File: src/shared/ext_reg_pkg.sv
/*
  Constants, codes and types of the extension register command engine.
  Assumes one 50 MHz clock domain; shared by the rtl and the bench.
*/
package ext_reg_pkg;
  // ==========================================================
  // Widths
  localparam int WORD_W = 16;
  localparam int BLK_W = 9;
  localparam int OFS_W = 13;
  localparam int DEV_W = 18;
  localparam int PTS_W = 7;
  localparam int ADDR_W = 22;
  localparam int CHR_W = 8;
  localparam int CODE_W = 8;

  // ==========================================================
  // Block geometry: each numbered block holds 8192 words
  localparam logic [OFS_W-1:0] OFS_LAST = 13'h1fff;
  localparam logic [PTS_W-1:0] PTS_MAX = 7'h40;
  localparam logic [BLK_W-1:0] BLK_PARAM = 9'h000;
  localparam logic [BLK_W-1:0] BLK_FIRST = 9'h001;
  localparam logic [BLK_W-1:0] SMALL_LAST_BLK = 9'h003;
  localparam logic [BLK_W-1:0] LARGE_GAP_BLK = 9'h009;
  localparam logic [BLK_W-1:0] LARGE_LAST_BLK = 9'h010;
  localparam logic [BLK_W-1:0] LARGE_USABLE = 9'h00f;

  // ==========================================================
  // Command characters
  localparam logic [CHR_W-1:0] CHR_E = 8'h45;
  localparam logic [CHR_W-1:0] CHR_N = 8'h4e;
  localparam logic [CHR_W-1:0] CHR_R = 8'h52;
  // Named apart from the width constant CHR_W, which it would shadow
  localparam logic [CHR_W-1:0] CHR_WRITE = 8'h57;

  // ==========================================================
  // Error codes
  localparam logic [CODE_W-1:0] ERR_NONE = 8'h00;
  localparam logic [CODE_W-1:0] ERR_BLOCK = 8'h06;
  localparam logic [CODE_W-1:0] ERR_RANGE = 8'h10;
  localparam logic [CODE_W-1:0] ERR_CMD = 8'h11;
  localparam logic [CODE_W-1:0] ERR_NOEXT = 8'h12;

  // ==========================================================
  // Types
  typedef enum logic [1:0] {
    CPU_NO_EXT, CPU_SMALL, CPU_LARGE, CPU_GENERAL
  } cpu_kind_t;

  typedef enum logic [1:0] {
    OP_BREAD, OP_BWRITE, OP_DREAD, OP_BAD
  } op_t;

  typedef enum logic [2:0] {
    ST_IDLE, ST_CHECK, ST_FETCH, ST_MEM, ST_PUSH, ST_DONE
  } state_t;
endpackage

File: src/shared/word_if.sv
/*
  Valid/ready word stream between the command engine and its buffer.
  Assumes both ends share one clock.
*/
interface word_if #(parameter int W = 16);
  logic valid;
  logic ready;
  logic [W-1:0] data;
  modport src (output valid, output data, input ready);
  modport snk (input valid, input data, output ready);
endinterface

File: src/rtl/two_entry_buffer.sv
/*
  Two-entry buffer in the reply data path.
  Assumes a synchronous source on the stream side and a plain sink.
*/
module two_entry_buffer #(
  parameter int W = 16
) (
  // Clock and reset
  input wire logic clk,
  input wire logic reset,
  // Filling side
  word_if.snk in_s,
  // Draining side
  output logic out_valid,
  input wire logic out_ready,
  output logic [W-1:0] out_data
);
  logic [W-1:0] slot0_r;
  logic [W-1:0] slot1_r;
  logic [1:0] cnt_r;
  logic push;
  logic pop;

  // ==========================================================
  // Handshakes
  assign in_s.ready = (cnt_r != 2'h2);
  assign out_valid = (cnt_r != 2'h0);
  assign out_data = slot0_r;
  assign push = in_s.valid && in_s.ready;
  assign pop = out_valid && out_ready;

  // ==========================================================
  // Occupancy
  always_ff @(posedge clk or posedge reset) begin
    if (reset) begin
      cnt_r <= 2'h0;
    end else if (push && !pop) begin
      cnt_r <= cnt_r + 2'h1;
    end else if (pop && !push) begin
      cnt_r <= cnt_r - 2'h1;
    end
  end

  // ==========================================================
  // Storage: head always sits in slot0 so the output is a flop
  always_ff @(posedge clk or posedge reset) begin
    if (reset) begin
      slot0_r <= '0;
      slot1_r <= '0;
    end else begin
      if (pop) begin
        slot0_r <= (cnt_r == 2'h2) ? slot1_r : in_s.data;
        if (push && cnt_r == 2'h2) begin
          slot1_r <= in_s.data;
        end
      end else if (push) begin
        if (cnt_r == 2'h0) begin
          slot0_r <= in_s.data;
        end else begin
          slot1_r <= in_s.data;
        end
      end
    end
  end
endmodule // two_entry_buffer

File: src/rtl/ext_reg_cmd.sv
/*
  Command engine for extension register batch read, batch write and
  direct read. Assumes the frame has been parsed into one request
  word set, and that the CPU memory port answers each request with
  a one-cycle ack.
*/
// What this block does
// - Flat device number maps to 8192-word blocks
// - No access on CPUs without extension registers
// - Missing block answers 06H when detectable
// - Command content is that of format 1
// - Valid block set follows CPU variant
// - Batch read returns consecutive words
// - Three two-character ASCII command codes
module ext_reg_cmd (
  // Clock and reset
  input wire logic clk,
  input wire logic reset,
  // Installed CPU and memory
  input wire ext_reg_pkg::cpu_kind_t cpu_kind,
  input wire logic [ext_reg_pkg::BLK_W-1:0] block_limit,
  input wire logic block_detect,
  // Parsed request
  input wire logic req_valid,
  output logic req_ready,
  input wire logic [ext_reg_pkg::CHR_W-1:0] req_cmd0,
  input wire logic [ext_reg_pkg::CHR_W-1:0] req_cmd1,
  input wire logic [ext_reg_pkg::BLK_W-1:0] req_block,
  input wire logic [ext_reg_pkg::OFS_W-1:0] req_word,
  input wire logic [ext_reg_pkg::DEV_W-1:0] req_dev,
  input wire logic [ext_reg_pkg::PTS_W-1:0] req_points,
  // Write words from the host
  input wire logic wr_valid,
  output logic wr_ready,
  input wire logic [ext_reg_pkg::WORD_W-1:0] wr_data,
  // Read words to the host
  output logic rd_valid,
  input wire logic rd_ready,
  output logic [ext_reg_pkg::WORD_W-1:0] rd_data,
  // Completion
  output logic done,
  output logic err,
  output logic [ext_reg_pkg::CODE_W-1:0] err_code,
  // CPU memory port
  output logic mem_req,
  output logic mem_we,
  output logic [ext_reg_pkg::BLK_W-1:0] mem_block,
  output logic [ext_reg_pkg::OFS_W-1:0] mem_word,
  output logic [ext_reg_pkg::WORD_W-1:0] mem_wdata,
  input wire logic mem_ack,
  input wire logic [ext_reg_pkg::WORD_W-1:0] mem_rdata
);
  localparam int AW = ext_reg_pkg::ADDR_W;
  localparam int BW = ext_reg_pkg::BLK_W;
  localparam int OW = ext_reg_pkg::OFS_W;

  ext_reg_pkg::state_t state_r;
  ext_reg_pkg::op_t op_r;
  logic [ext_reg_pkg::CHR_W-1:0] cmd0_r;
  logic [ext_reg_pkg::CHR_W-1:0] cmd1_r;
  logic [BW-1:0] blk_r;
  logic [OW-1:0] word_r;
  logic [ext_reg_pkg::DEV_W-1:0] dev_r;
  logic [ext_reg_pkg::PTS_W-1:0] pts_r;
  logic [BW-1:0] cur_blk_r;
  logic [OW-1:0] cur_word_r;
  logic [ext_reg_pkg::PTS_W-1:0] left_r;
  logic [ext_reg_pkg::WORD_W-1:0] data_r;
  logic err_r;
  logic [ext_reg_pkg::CODE_W-1:0] code_r;
  ext_reg_pkg::op_t op_dec;
  logic [BW-1:0] dmap_blk;
  logic [OW-1:0] dev_ofs;
  logic [AW-1:0] req_end;
  logic [AW-1:0] dev_span;
  logic blk_missing;
  logic chk_err;
  logic [ext_reg_pkg::CODE_W-1:0] chk_code;
  logic last_word;

  word_if #(.W(ext_reg_pkg::WORD_W)) push_s ();

  // ==========================================================
  // Block set of each CPU variant
  function automatic logic blk_exists(ext_reg_pkg::cpu_kind_t k,
                                      logic [BW-1:0] lim,
                                      logic [BW-1:0] b);
    logic ok;
    ok = 1'b0;
    case (k)
      ext_reg_pkg::CPU_SMALL: ok = (b <= ext_reg_pkg::SMALL_LAST_BLK);
      ext_reg_pkg::CPU_LARGE: ok = (b <= ext_reg_pkg::LARGE_LAST_BLK) &&
                                   (b != ext_reg_pkg::LARGE_GAP_BLK);
      ext_reg_pkg::CPU_GENERAL: ok = (b <= lim);
      default: ok = 1'b0;
    endcase
    return ok;
  endfunction

  // Next existing block; direct numbering skips the missing one
  function automatic logic [BW-1:0] next_blk(ext_reg_pkg::cpu_kind_t k,
                                             logic [BW-1:0] b);
    logic [BW-1:0] n;
    n = b + ext_reg_pkg::BLK_FIRST;
    if (k == ext_reg_pkg::CPU_LARGE && n == ext_reg_pkg::LARGE_GAP_BLK) begin
      n = n + ext_reg_pkg::BLK_FIRST;
    end
    return n;
  endfunction

  function automatic logic [BW-1:0] usable(ext_reg_pkg::cpu_kind_t k,
                                           logic [BW-1:0] lim);
    logic [BW-1:0] u;
    u = '0;
    case (k)
      ext_reg_pkg::CPU_SMALL: u = ext_reg_pkg::SMALL_LAST_BLK;
      ext_reg_pkg::CPU_LARGE: u = ext_reg_pkg::LARGE_USABLE;
      ext_reg_pkg::CPU_GENERAL: u = lim;
      default: u = '0;
    endcase
    return u;
  endfunction

  // ==========================================================
  // Decode and checks
  always_comb begin
    op_dec = ext_reg_pkg::OP_BAD;
    if (cmd0_r == ext_reg_pkg::CHR_E && cmd1_r == ext_reg_pkg::CHR_R) begin
      op_dec = ext_reg_pkg::OP_BREAD;
    end else if (cmd0_r == ext_reg_pkg::CHR_E &&
                 cmd1_r == ext_reg_pkg::CHR_WRITE) begin
      op_dec = ext_reg_pkg::OP_BWRITE;
    end else if (cmd0_r == ext_reg_pkg::CHR_N &&
                 cmd1_r == ext_reg_pkg::CHR_R) begin
      op_dec = ext_reg_pkg::OP_DREAD;
    end
  end

  // Block index counts only existing blocks, first one at zero
  assign dev_ofs = dev_r[OW-1:0];
  assign dmap_blk = (cpu_kind == ext_reg_pkg::CPU_LARGE &&
      BW'(dev_r[ext_reg_pkg::DEV_W-1:OW]) >= ext_reg_pkg::LARGE_GAP_BLK -
      ext_reg_pkg::BLK_FIRST) ?
      BW'(dev_r[ext_reg_pkg::DEV_W-1:OW]) + ext_reg_pkg::BLK_FIRST +
      ext_reg_pkg::BLK_FIRST :
      BW'(dev_r[ext_reg_pkg::DEV_W-1:OW]) + ext_reg_pkg::BLK_FIRST;
  assign dev_span = AW'(usable(cpu_kind, block_limit)) << OW;
  assign req_end = (op_dec == ext_reg_pkg::OP_DREAD) ?
      AW'(dev_r) + AW'(pts_r) : AW'(word_r) + AW'(pts_r);
  assign blk_missing = !blk_exists(cpu_kind, block_limit, blk_r);

  always_comb begin
    chk_err = 1'b1;
    chk_code = ext_reg_pkg::ERR_NONE;
    if (op_dec == ext_reg_pkg::OP_BAD) begin
      chk_code = ext_reg_pkg::ERR_CMD;
    end else if (cpu_kind == ext_reg_pkg::CPU_NO_EXT) begin
      chk_code = ext_reg_pkg::ERR_NOEXT;
    end else if (pts_r == '0 || pts_r > ext_reg_pkg::PTS_MAX) begin
      chk_code = ext_reg_pkg::ERR_RANGE;
    end else if (op_dec == ext_reg_pkg::OP_DREAD) begin
      chk_err = (req_end > dev_span);
      chk_code = chk_err ? ext_reg_pkg::ERR_RANGE : ext_reg_pkg::ERR_NONE;
    end else if (req_end > AW'(ext_reg_pkg::OFS_LAST) + AW'(1)) begin
      chk_code = ext_reg_pkg::ERR_RANGE;
    end else if (blk_missing && block_detect) begin
      chk_code = ext_reg_pkg::ERR_BLOCK;
    end else begin
      chk_err = 1'b0;
    end
  end

  assign last_word = (left_r == ext_reg_pkg::PTS_W'(1));

  // ==========================================================
  // Request capture
  always_ff @(posedge clk or posedge reset) begin
    if (reset) begin
      cmd0_r <= '0;
      cmd1_r <= '0;
      blk_r <= '0;
      word_r <= '0;
      dev_r <= '0;
      pts_r <= '0;
    end else if (req_valid && req_ready) begin
      cmd0_r <= req_cmd0;
      cmd1_r <= req_cmd1;
      blk_r <= req_block;
      word_r <= req_word;
      dev_r <= req_dev;
      pts_r <= req_points;
    end
  end

  // ==========================================================
  // Sequencer
  always_ff @(posedge clk or posedge reset) begin
    if (reset) begin
      state_r <= ext_reg_pkg::ST_IDLE;
    end else begin
      case (state_r)
        ext_reg_pkg::ST_IDLE: begin
          if (req_valid) begin
            state_r <= ext_reg_pkg::ST_CHECK;
          end
        end
        ext_reg_pkg::ST_CHECK: begin
          if (chk_err) begin
            state_r <= ext_reg_pkg::ST_DONE;
          end else if (op_dec == ext_reg_pkg::OP_BWRITE) begin
            state_r <= ext_reg_pkg::ST_FETCH;
          end else begin
            state_r <= ext_reg_pkg::ST_MEM;
          end
        end
        ext_reg_pkg::ST_FETCH: begin
          if (wr_valid) begin
            state_r <= ext_reg_pkg::ST_MEM;
          end
        end
        ext_reg_pkg::ST_MEM: begin
          if (mem_ack) begin
            if (op_r != ext_reg_pkg::OP_BWRITE) begin
              state_r <= ext_reg_pkg::ST_PUSH;
            end else if (last_word) begin
              state_r <= ext_reg_pkg::ST_DONE;
            end else begin
              state_r <= ext_reg_pkg::ST_FETCH;
            end
          end
        end
        ext_reg_pkg::ST_PUSH: begin
          if (push_s.ready) begin
            state_r <= last_word ? ext_reg_pkg::ST_DONE :
                                   ext_reg_pkg::ST_MEM;
          end
        end
        default: state_r <= ext_reg_pkg::ST_IDLE;
      endcase
    end
  end

  // ==========================================================
  // Address walk
  always_ff @(posedge clk or posedge reset) begin
    if (reset) begin
      op_r <= ext_reg_pkg::OP_BAD;
      cur_blk_r <= '0;
      cur_word_r <= '0;
      left_r <= '0;
    end else if (state_r == ext_reg_pkg::ST_CHECK) begin
      op_r <= op_dec;
      left_r <= pts_r;
      if (op_dec == ext_reg_pkg::OP_DREAD) begin
        cur_blk_r <= dmap_blk;
        cur_word_r <= dev_ofs;
      end else begin
        cur_blk_r <= blk_r;
        cur_word_r <= word_r;
      end
    end else if ((state_r == ext_reg_pkg::ST_MEM && mem_ack &&
                  op_r == ext_reg_pkg::OP_BWRITE) ||
                 (state_r == ext_reg_pkg::ST_PUSH && push_s.ready)) begin
      left_r <= left_r - ext_reg_pkg::PTS_W'(1);
      if (cur_word_r == ext_reg_pkg::OFS_LAST) begin
        cur_word_r <= '0;
        cur_blk_r <= next_blk(cpu_kind, cur_blk_r);
      end else begin
        cur_word_r <= cur_word_r + OW'(1);
      end
    end
  end

  // Write word is staged so the memory sees flop-driven data
  always_ff @(posedge clk or posedge reset) begin
    if (reset) begin
      data_r <= '0;
    end else if (state_r == ext_reg_pkg::ST_FETCH && wr_valid) begin
      data_r <= wr_data;
    end else if (state_r == ext_reg_pkg::ST_MEM && mem_ack &&
                 op_r != ext_reg_pkg::OP_BWRITE) begin
      data_r <= mem_rdata;
    end
  end

  always_ff @(posedge clk or posedge reset) begin
    if (reset) begin
      err_r <= 1'b0;
      code_r <= ext_reg_pkg::ERR_NONE;
    end else if (state_r == ext_reg_pkg::ST_CHECK) begin
      err_r <= chk_err;
      code_r <= chk_code;
    end
  end

  // ==========================================================
  // Outputs
  assign req_ready = (state_r == ext_reg_pkg::ST_IDLE);
  assign wr_ready = (state_r == ext_reg_pkg::ST_FETCH);
  assign mem_req = (state_r == ext_reg_pkg::ST_MEM);
  assign mem_we = (op_r == ext_reg_pkg::OP_BWRITE);
  assign mem_block = cur_blk_r;
  assign mem_word = cur_word_r;
  assign mem_wdata = data_r;
  assign done = (state_r == ext_reg_pkg::ST_DONE);
  assign err = err_r;
  assign err_code = code_r;
  assign push_s.valid = (state_r == ext_reg_pkg::ST_PUSH);
  assign push_s.data = data_r;

  // A stalled host only holds the engine in PUSH, never drops a word
  two_entry_buffer #(.W(ext_reg_pkg::WORD_W)) u_buf (
    .clk(clk),
    .reset(reset),
    .in_s(push_s),
    .out_valid(rd_valid),
    .out_ready(rd_ready),
    .out_data(rd_data)
  );
endmodule // ext_reg_cmd

File: config.mk
export PLATFORM = sky130hd
export DESIGN_NAME = ext_reg_cmd
export DESIGN_NICKNAME = d
export VERILOG_FILES = /design/src/shared/ext_reg_pkg.sv /design/src/shared/word_if.sv /design/src/rtl/two_entry_buffer.sv /design/src/rtl/ext_reg_cmd.sv
export SDC_FILE = /design/constraint.sdc
export NUM_CORES = 1
export LEC_CHECK = 0
export BUFFER_PORTS_ARGS = -buffer_cell sky130_fd_sc_hd__buf_2
export CORE_AREA = 2 2 133 122
export DETAILED_ROUTE_END_ITERATION = 6
export DIE_AREA = 0 0 135 124
export PLACE_DENSITY_LB_ADDON = 0.08
export SYNTH_ARGS = -nofsm -noshare
export SYNTH_HDL_FRONTEND = slang
export SYNTH_SLANG_ARGS = --single-unit
File: constraint.sdc
create_clock -name clk -period 11.97 [get_ports clk]
set_input_delay 0.5985 -clock clk [delete_from_list [all_inputs] [get_ports clk]]
set_output_delay 0.5985 -clock clk [all_outputs]
set_load 0.02 [all_outputs]
==> out/summary.json <==
{
  "detailed_routing": {
    "route.detailed.vias_per_inst": 5.81,
    "route.vias.total": 7715,
    "drt_pass1_iterations": 5,
    "post-route-drc-count": 0,
    "drt.antenna.violating_nets": 0,
    "average_routed_wire_per_standard_cell_um": 17.2,
    "detail_route.wirelength_um": 22900,
    "detailedRoute.firstIterationViolations": 415
  },
  "cts": {
    "clockBufferDepth": 2,
    "clkSinkCount": 152,
    "cts_hold_buffers": 0,
    "clock_tree_from_tritoncts": "done",
    "clock_root_buffer": "sky130_fd_sc_hd__clkbuf_16",
    "cts.repair_timing.setup_buffer_count": 0,
    "clock_insertion_delay_worst_skew_ns": 0.43,
    "htree_levels": 4,
    "clk_pin_slew_worst_paths_ns": 0.07,
    "tritoncts.num_buffers": 17,
    "postCtsResizedCells": 0
  },
  "synth": {
    "yosys_reg_bits": 152,
    "postSynthCellCount": 955,
    "avgSynthCellArea_um2": 9.55,
    "synth_edf_count": 0,
    "synth.yosys.warnings": 0,
    "synth-seq-area-share_pct": 41.8,
    "synth_top_flop_cell": "sky130_fd_sc_hd__dfrtp_1",
    "synth_async_sr_flop_share_pct": 100,
    "syn-cell-area_mm2": 0.00912,
    "synth_cell_types": 81
  },
  "global_routing": {
    "wire_length_of_the_first_global_routing_pass_um": 37100,
    "initial_antenna_violation_count": 0,
    "first_global_vias": 7519,
    "gr-usage-all-layers_pct": 28.3,
    "total_congestion_overflow_after_global_routing": 0,
    "grt_max_degree": 89
  },
  "cells_and_area": {
    "instances_no_fill": 1328,
    "seqCellArea_mm2": 0.00381,
    "post_route_cells_drive_above_1_share_pct": 28.2,
    "mostFrequentLayoutCells": "177 x sky130_fd_sc_hd__buf_2, 150 x sky130_fd_sc_hd__dfrtp_1, 98 x sky130_fd_sc_hd__nand2_1, 77 x sky130_fd_sc_hd__nor2_1, 76 x sky130_fd_sc_hd__o21ai_0",
    "area_delta_synth_final_pct": 17.7,
    "layout.cells.most_common": "sky130_fd_sc_hd__buf_2",
    "antennaDiodeCount": 0,
    "fin_area_mm2": 0.0107,
    "nets": 1267,
    "footprint_of_the_multi_input_gates_mm2": 0.00500,
    "layout_utilization_pct": 70.2,
    "fillCellCount": 1235
  },
  "power": {
    "power_density_mw_per_mm2": 290,
    "vdd.ir_drop.worst_v": 0.000159,
    "total_leakage_power_nw": 4.90
  },
  "critical_path": {
    "r2r_cells": 17,
    "worstSetupPathDepth": 17,
    "critical_path_arrival_ns": 4.46,
    "worst_path_most_repeated_cell": "sky130_fd_sc_hd__ha_1",
    "timing.critical_path.cells": "ha_1, inv_1, fa_1, nand2b_1, a21oi_2, o31ai_4, or3_2, xnor2_1, nor2_1, ha_1, a21o_1, a21oi_1, nor2b_1, o32ai_1, a32oi_1, and3_4, o32a_1",
    "timing.setup.critical_path_class": "flop to flop",
    "path_delay_family": "compound AO/OA/AOI/OAI gates",
    "critical_path_required_time_ns": 12.28,
    "critPathCaptureType": "flop",
    "crit_path_max_incr_delay_ns": 0.54,
    "start_kind": "flop",
    "critical_path_buf_inv_count": 1,
    "critical_path_top_delay_cell": "sky130_fd_sc_hd__or3_2",
    "regToRegSetupSlack_ns": 7.81,
    "crit_fanout": 5,
    "regToRegEndpoint": "err",
    "rr_startpoint": "pts_r[0]"
  },
  "sta": {
    "postLayoutSetupSlackWorst_ns": 7.81,
    "rsz_0062_raised_after_global_routing": "false",
    "max_clock_freq_ghz": 0.241,
    "fin_crit_ns": 4.16,
    "setup_viol_count_final": 0,
    "maxSlewViolCount": 0,
    "slew-limit-headroom_pct": 21.0,
    "post_route_fraction_of_the_period_consumed_by_the_critical_path_pct": 34.7,
    "timing_worst_slew_pin_value_ns": 1.18,
    "timing_hold_violations_final": 0,
    "timing.clock.skew_ns": 0.0161,
    "fin_tns_setup_ns": 0
  },
  "floorplan": {
    "die_y_um": 124,
    "io_pins": 182,
    "die_area_mm2": 0.0167,
    "fp.dieW_um": 135,
    "rows": 43,
    "initial_core_util_pct": 59.7,
    "placeableCoreArea_mm2": 0.0153
  },
  "placed_design": {
    "place_ws_ns": 7.90,
    "placement.cell_area_mm2": 0.0101,
    "gp_congestion": 0.861,
    "port_buffers": 177,
    "numPlacedInstances": 1296,
    "hpwl_um": 16800
  },
  "status": {
    "status": "completed"
  },
  "hold_path": {
    "worst_hold_path_type": "input pin to async pin"
  },
  "job": {
    "number_of_maximum_capacitance_constraint_violations": 0
  }
}
==> registers in the layout (all words and copies together), names as in the netlist, 8 cells and up <==
| signal | count |
|---|---|
| blk_r | 9 |
| cmd0_r | 8 |
| cmd1_r | 8 |
| dev_r | 18 |
| mem_block | 9 |
| mem_wdata | 16 |
| mem_word | 13 |
| u_buf.out_data | 16 |
| u_buf.slot1_r | 16 |
| word_r | 13 |
==> synthesized netlist by cell type, types with 3 or more instances <==
master,n,area (µm²)
sky130_fd_sc_hd__nor2_2,3,18.8
sky130_fd_sc_hd__ha_1,39,488
sky130_fd_sc_hd__a31oi_1,11,68.8
sky130_fd_sc_hd__and4_1,3,26.3
sky130_fd_sc_hd__and3_1,9,56.3
sky130_fd_sc_hd__inv_1,33,124
sky130_fd_sc_hd__mux2_2,72,811
sky130_fd_sc_hd__a32oi_1,3,26.3
sky130_fd_sc_hd__a21oi_2,3,26.3
sky130_fd_sc_hd__nor2_1,77,289
sky130_fd_sc_hd__nand2_1,98,368
sky130_fd_sc_hd__o21ai_0,76,380
sky130_fd_sc_hd__dfrtp_1,150,3750
sky130_fd_sc_hd__nor3b_1,4,30.0
sky130_fd_sc_hd__xnor2_1,22,193
sky130_fd_sc_hd__or2_2,3,18.8
sky130_fd_sc_hd__nor2b_1,8,50.1
sky130_fd_sc_hd__nand3_1,24,120
sky130_fd_sc_hd__or3_1,3,18.8
sky130_fd_sc_hd__o211ai_1,8,60.1
sky130_fd_sc_hd__buf_4,4,30.0
sky130_fd_sc_hd__mux2i_1,36,360
sky130_fd_sc_hd__nand3b_1,3,22.5
sky130_fd_sc_hd__nor4_1,6,37.5
sky130_fd_sc_hd__clkbuf_1,34,128
sky130_fd_sc_hd__o22a_1,4,35.0
sky130_fd_sc_hd__xor2_1,18,158
sky130_fd_sc_hd__a211oi_1,10,75.1
sky130_fd_sc_hd__a21o_1,8,60.1
sky130_fd_sc_hd__o22ai_1,4,25.0
sky130_fd_sc_hd__buf_2,7,35.0
sky130_fd_sc_hd__and2_1,6,37.5
sky130_fd_sc_hd__nand2b_1,13,81.3
sky130_fd_sc_hd__nor3_1,19,95.1
sky130_fd_sc_hd__and3b_1,3,26.3
sky130_fd_sc_hd__a21oi_1,63,315
sky130_fd_sc_hd__nand3_2,3,30.0
sky130_fd_sc_hd__nand4_1,9,56.3
sky130_fd_sc_hd__a22oi_1,3,22.5
sky130_fd_sc_hd__o21a_1,3,22.5
==> worst max-delay path by stage <==
stage	start	end	slack (ns)
2_1_floorplan	reset	blk_r[0]	7.28
5_1_grt	pts_r[0]	err	7.55
3_5_place_dp	pts_r[0]	err	7.90
4_1_cts	pts_r[0]	err	7.85
6_report	pts_r[0]	err	7.81
3_3_place_gp	pts_r[0]	err	7.92
==> layer usage <==
| layer | track usage (%) | vias to the layer above | part of all wire [%] |
|---|---|---|---|
| li1 | - | 3731 | - |
| met1 | 37.3 | 3684 | 44 |
| met2 | 46.3 | 264 | 47 |
| met3 | 6.27 | 36 | 6.5 |
| met4 | 10.6 | 0 | 2.3 |
| met5 | 0 | - | 0 |
==> per-stage QoR <==
step	total power, W	hold slack [ns]
2_1_floorplan	0.00212	0.447
3_3_place_gp	0.00250	0.456
4_1_cts	0.00311	0.345
3_5_place_dp	0.00255	0.465
6_report	0.00311	0.316
5_1_grt	0.00336	0.371
==> power by group <==
part           internal [W]  switching [W]
sequential         0.000773       0.000280
combinational      0.000640       0.000874
clock              0.000298       0.000246
total               0.00171        0.00140
==> layout make-up <==
class | instances | area share [%]
Multi-Input combinational cell | 725 | 46.6
Sequential cell | 152 | 35.5
Timing Repair Buffer | 184 | 8.74
Clock buffer | 17 | 3.96
Tap cell | 202 | 2.36
Clock inverter | 15 | 1.70
Inverter | 33 | 1.20
==> logic make-up after synthesis <==
kind of cell	synth area share [%]
AO/OA/AOI/OAI	14.9
XOR/XNOR	3.84
adder cells (fa/ha/maj)	5.79
buffers and inverters	3.68
flip-flops	41.8
multiplexers	13.1
other	0.0411
AND/OR/NAND/NOR	16.9
Power figures use the tool's default switching activity.
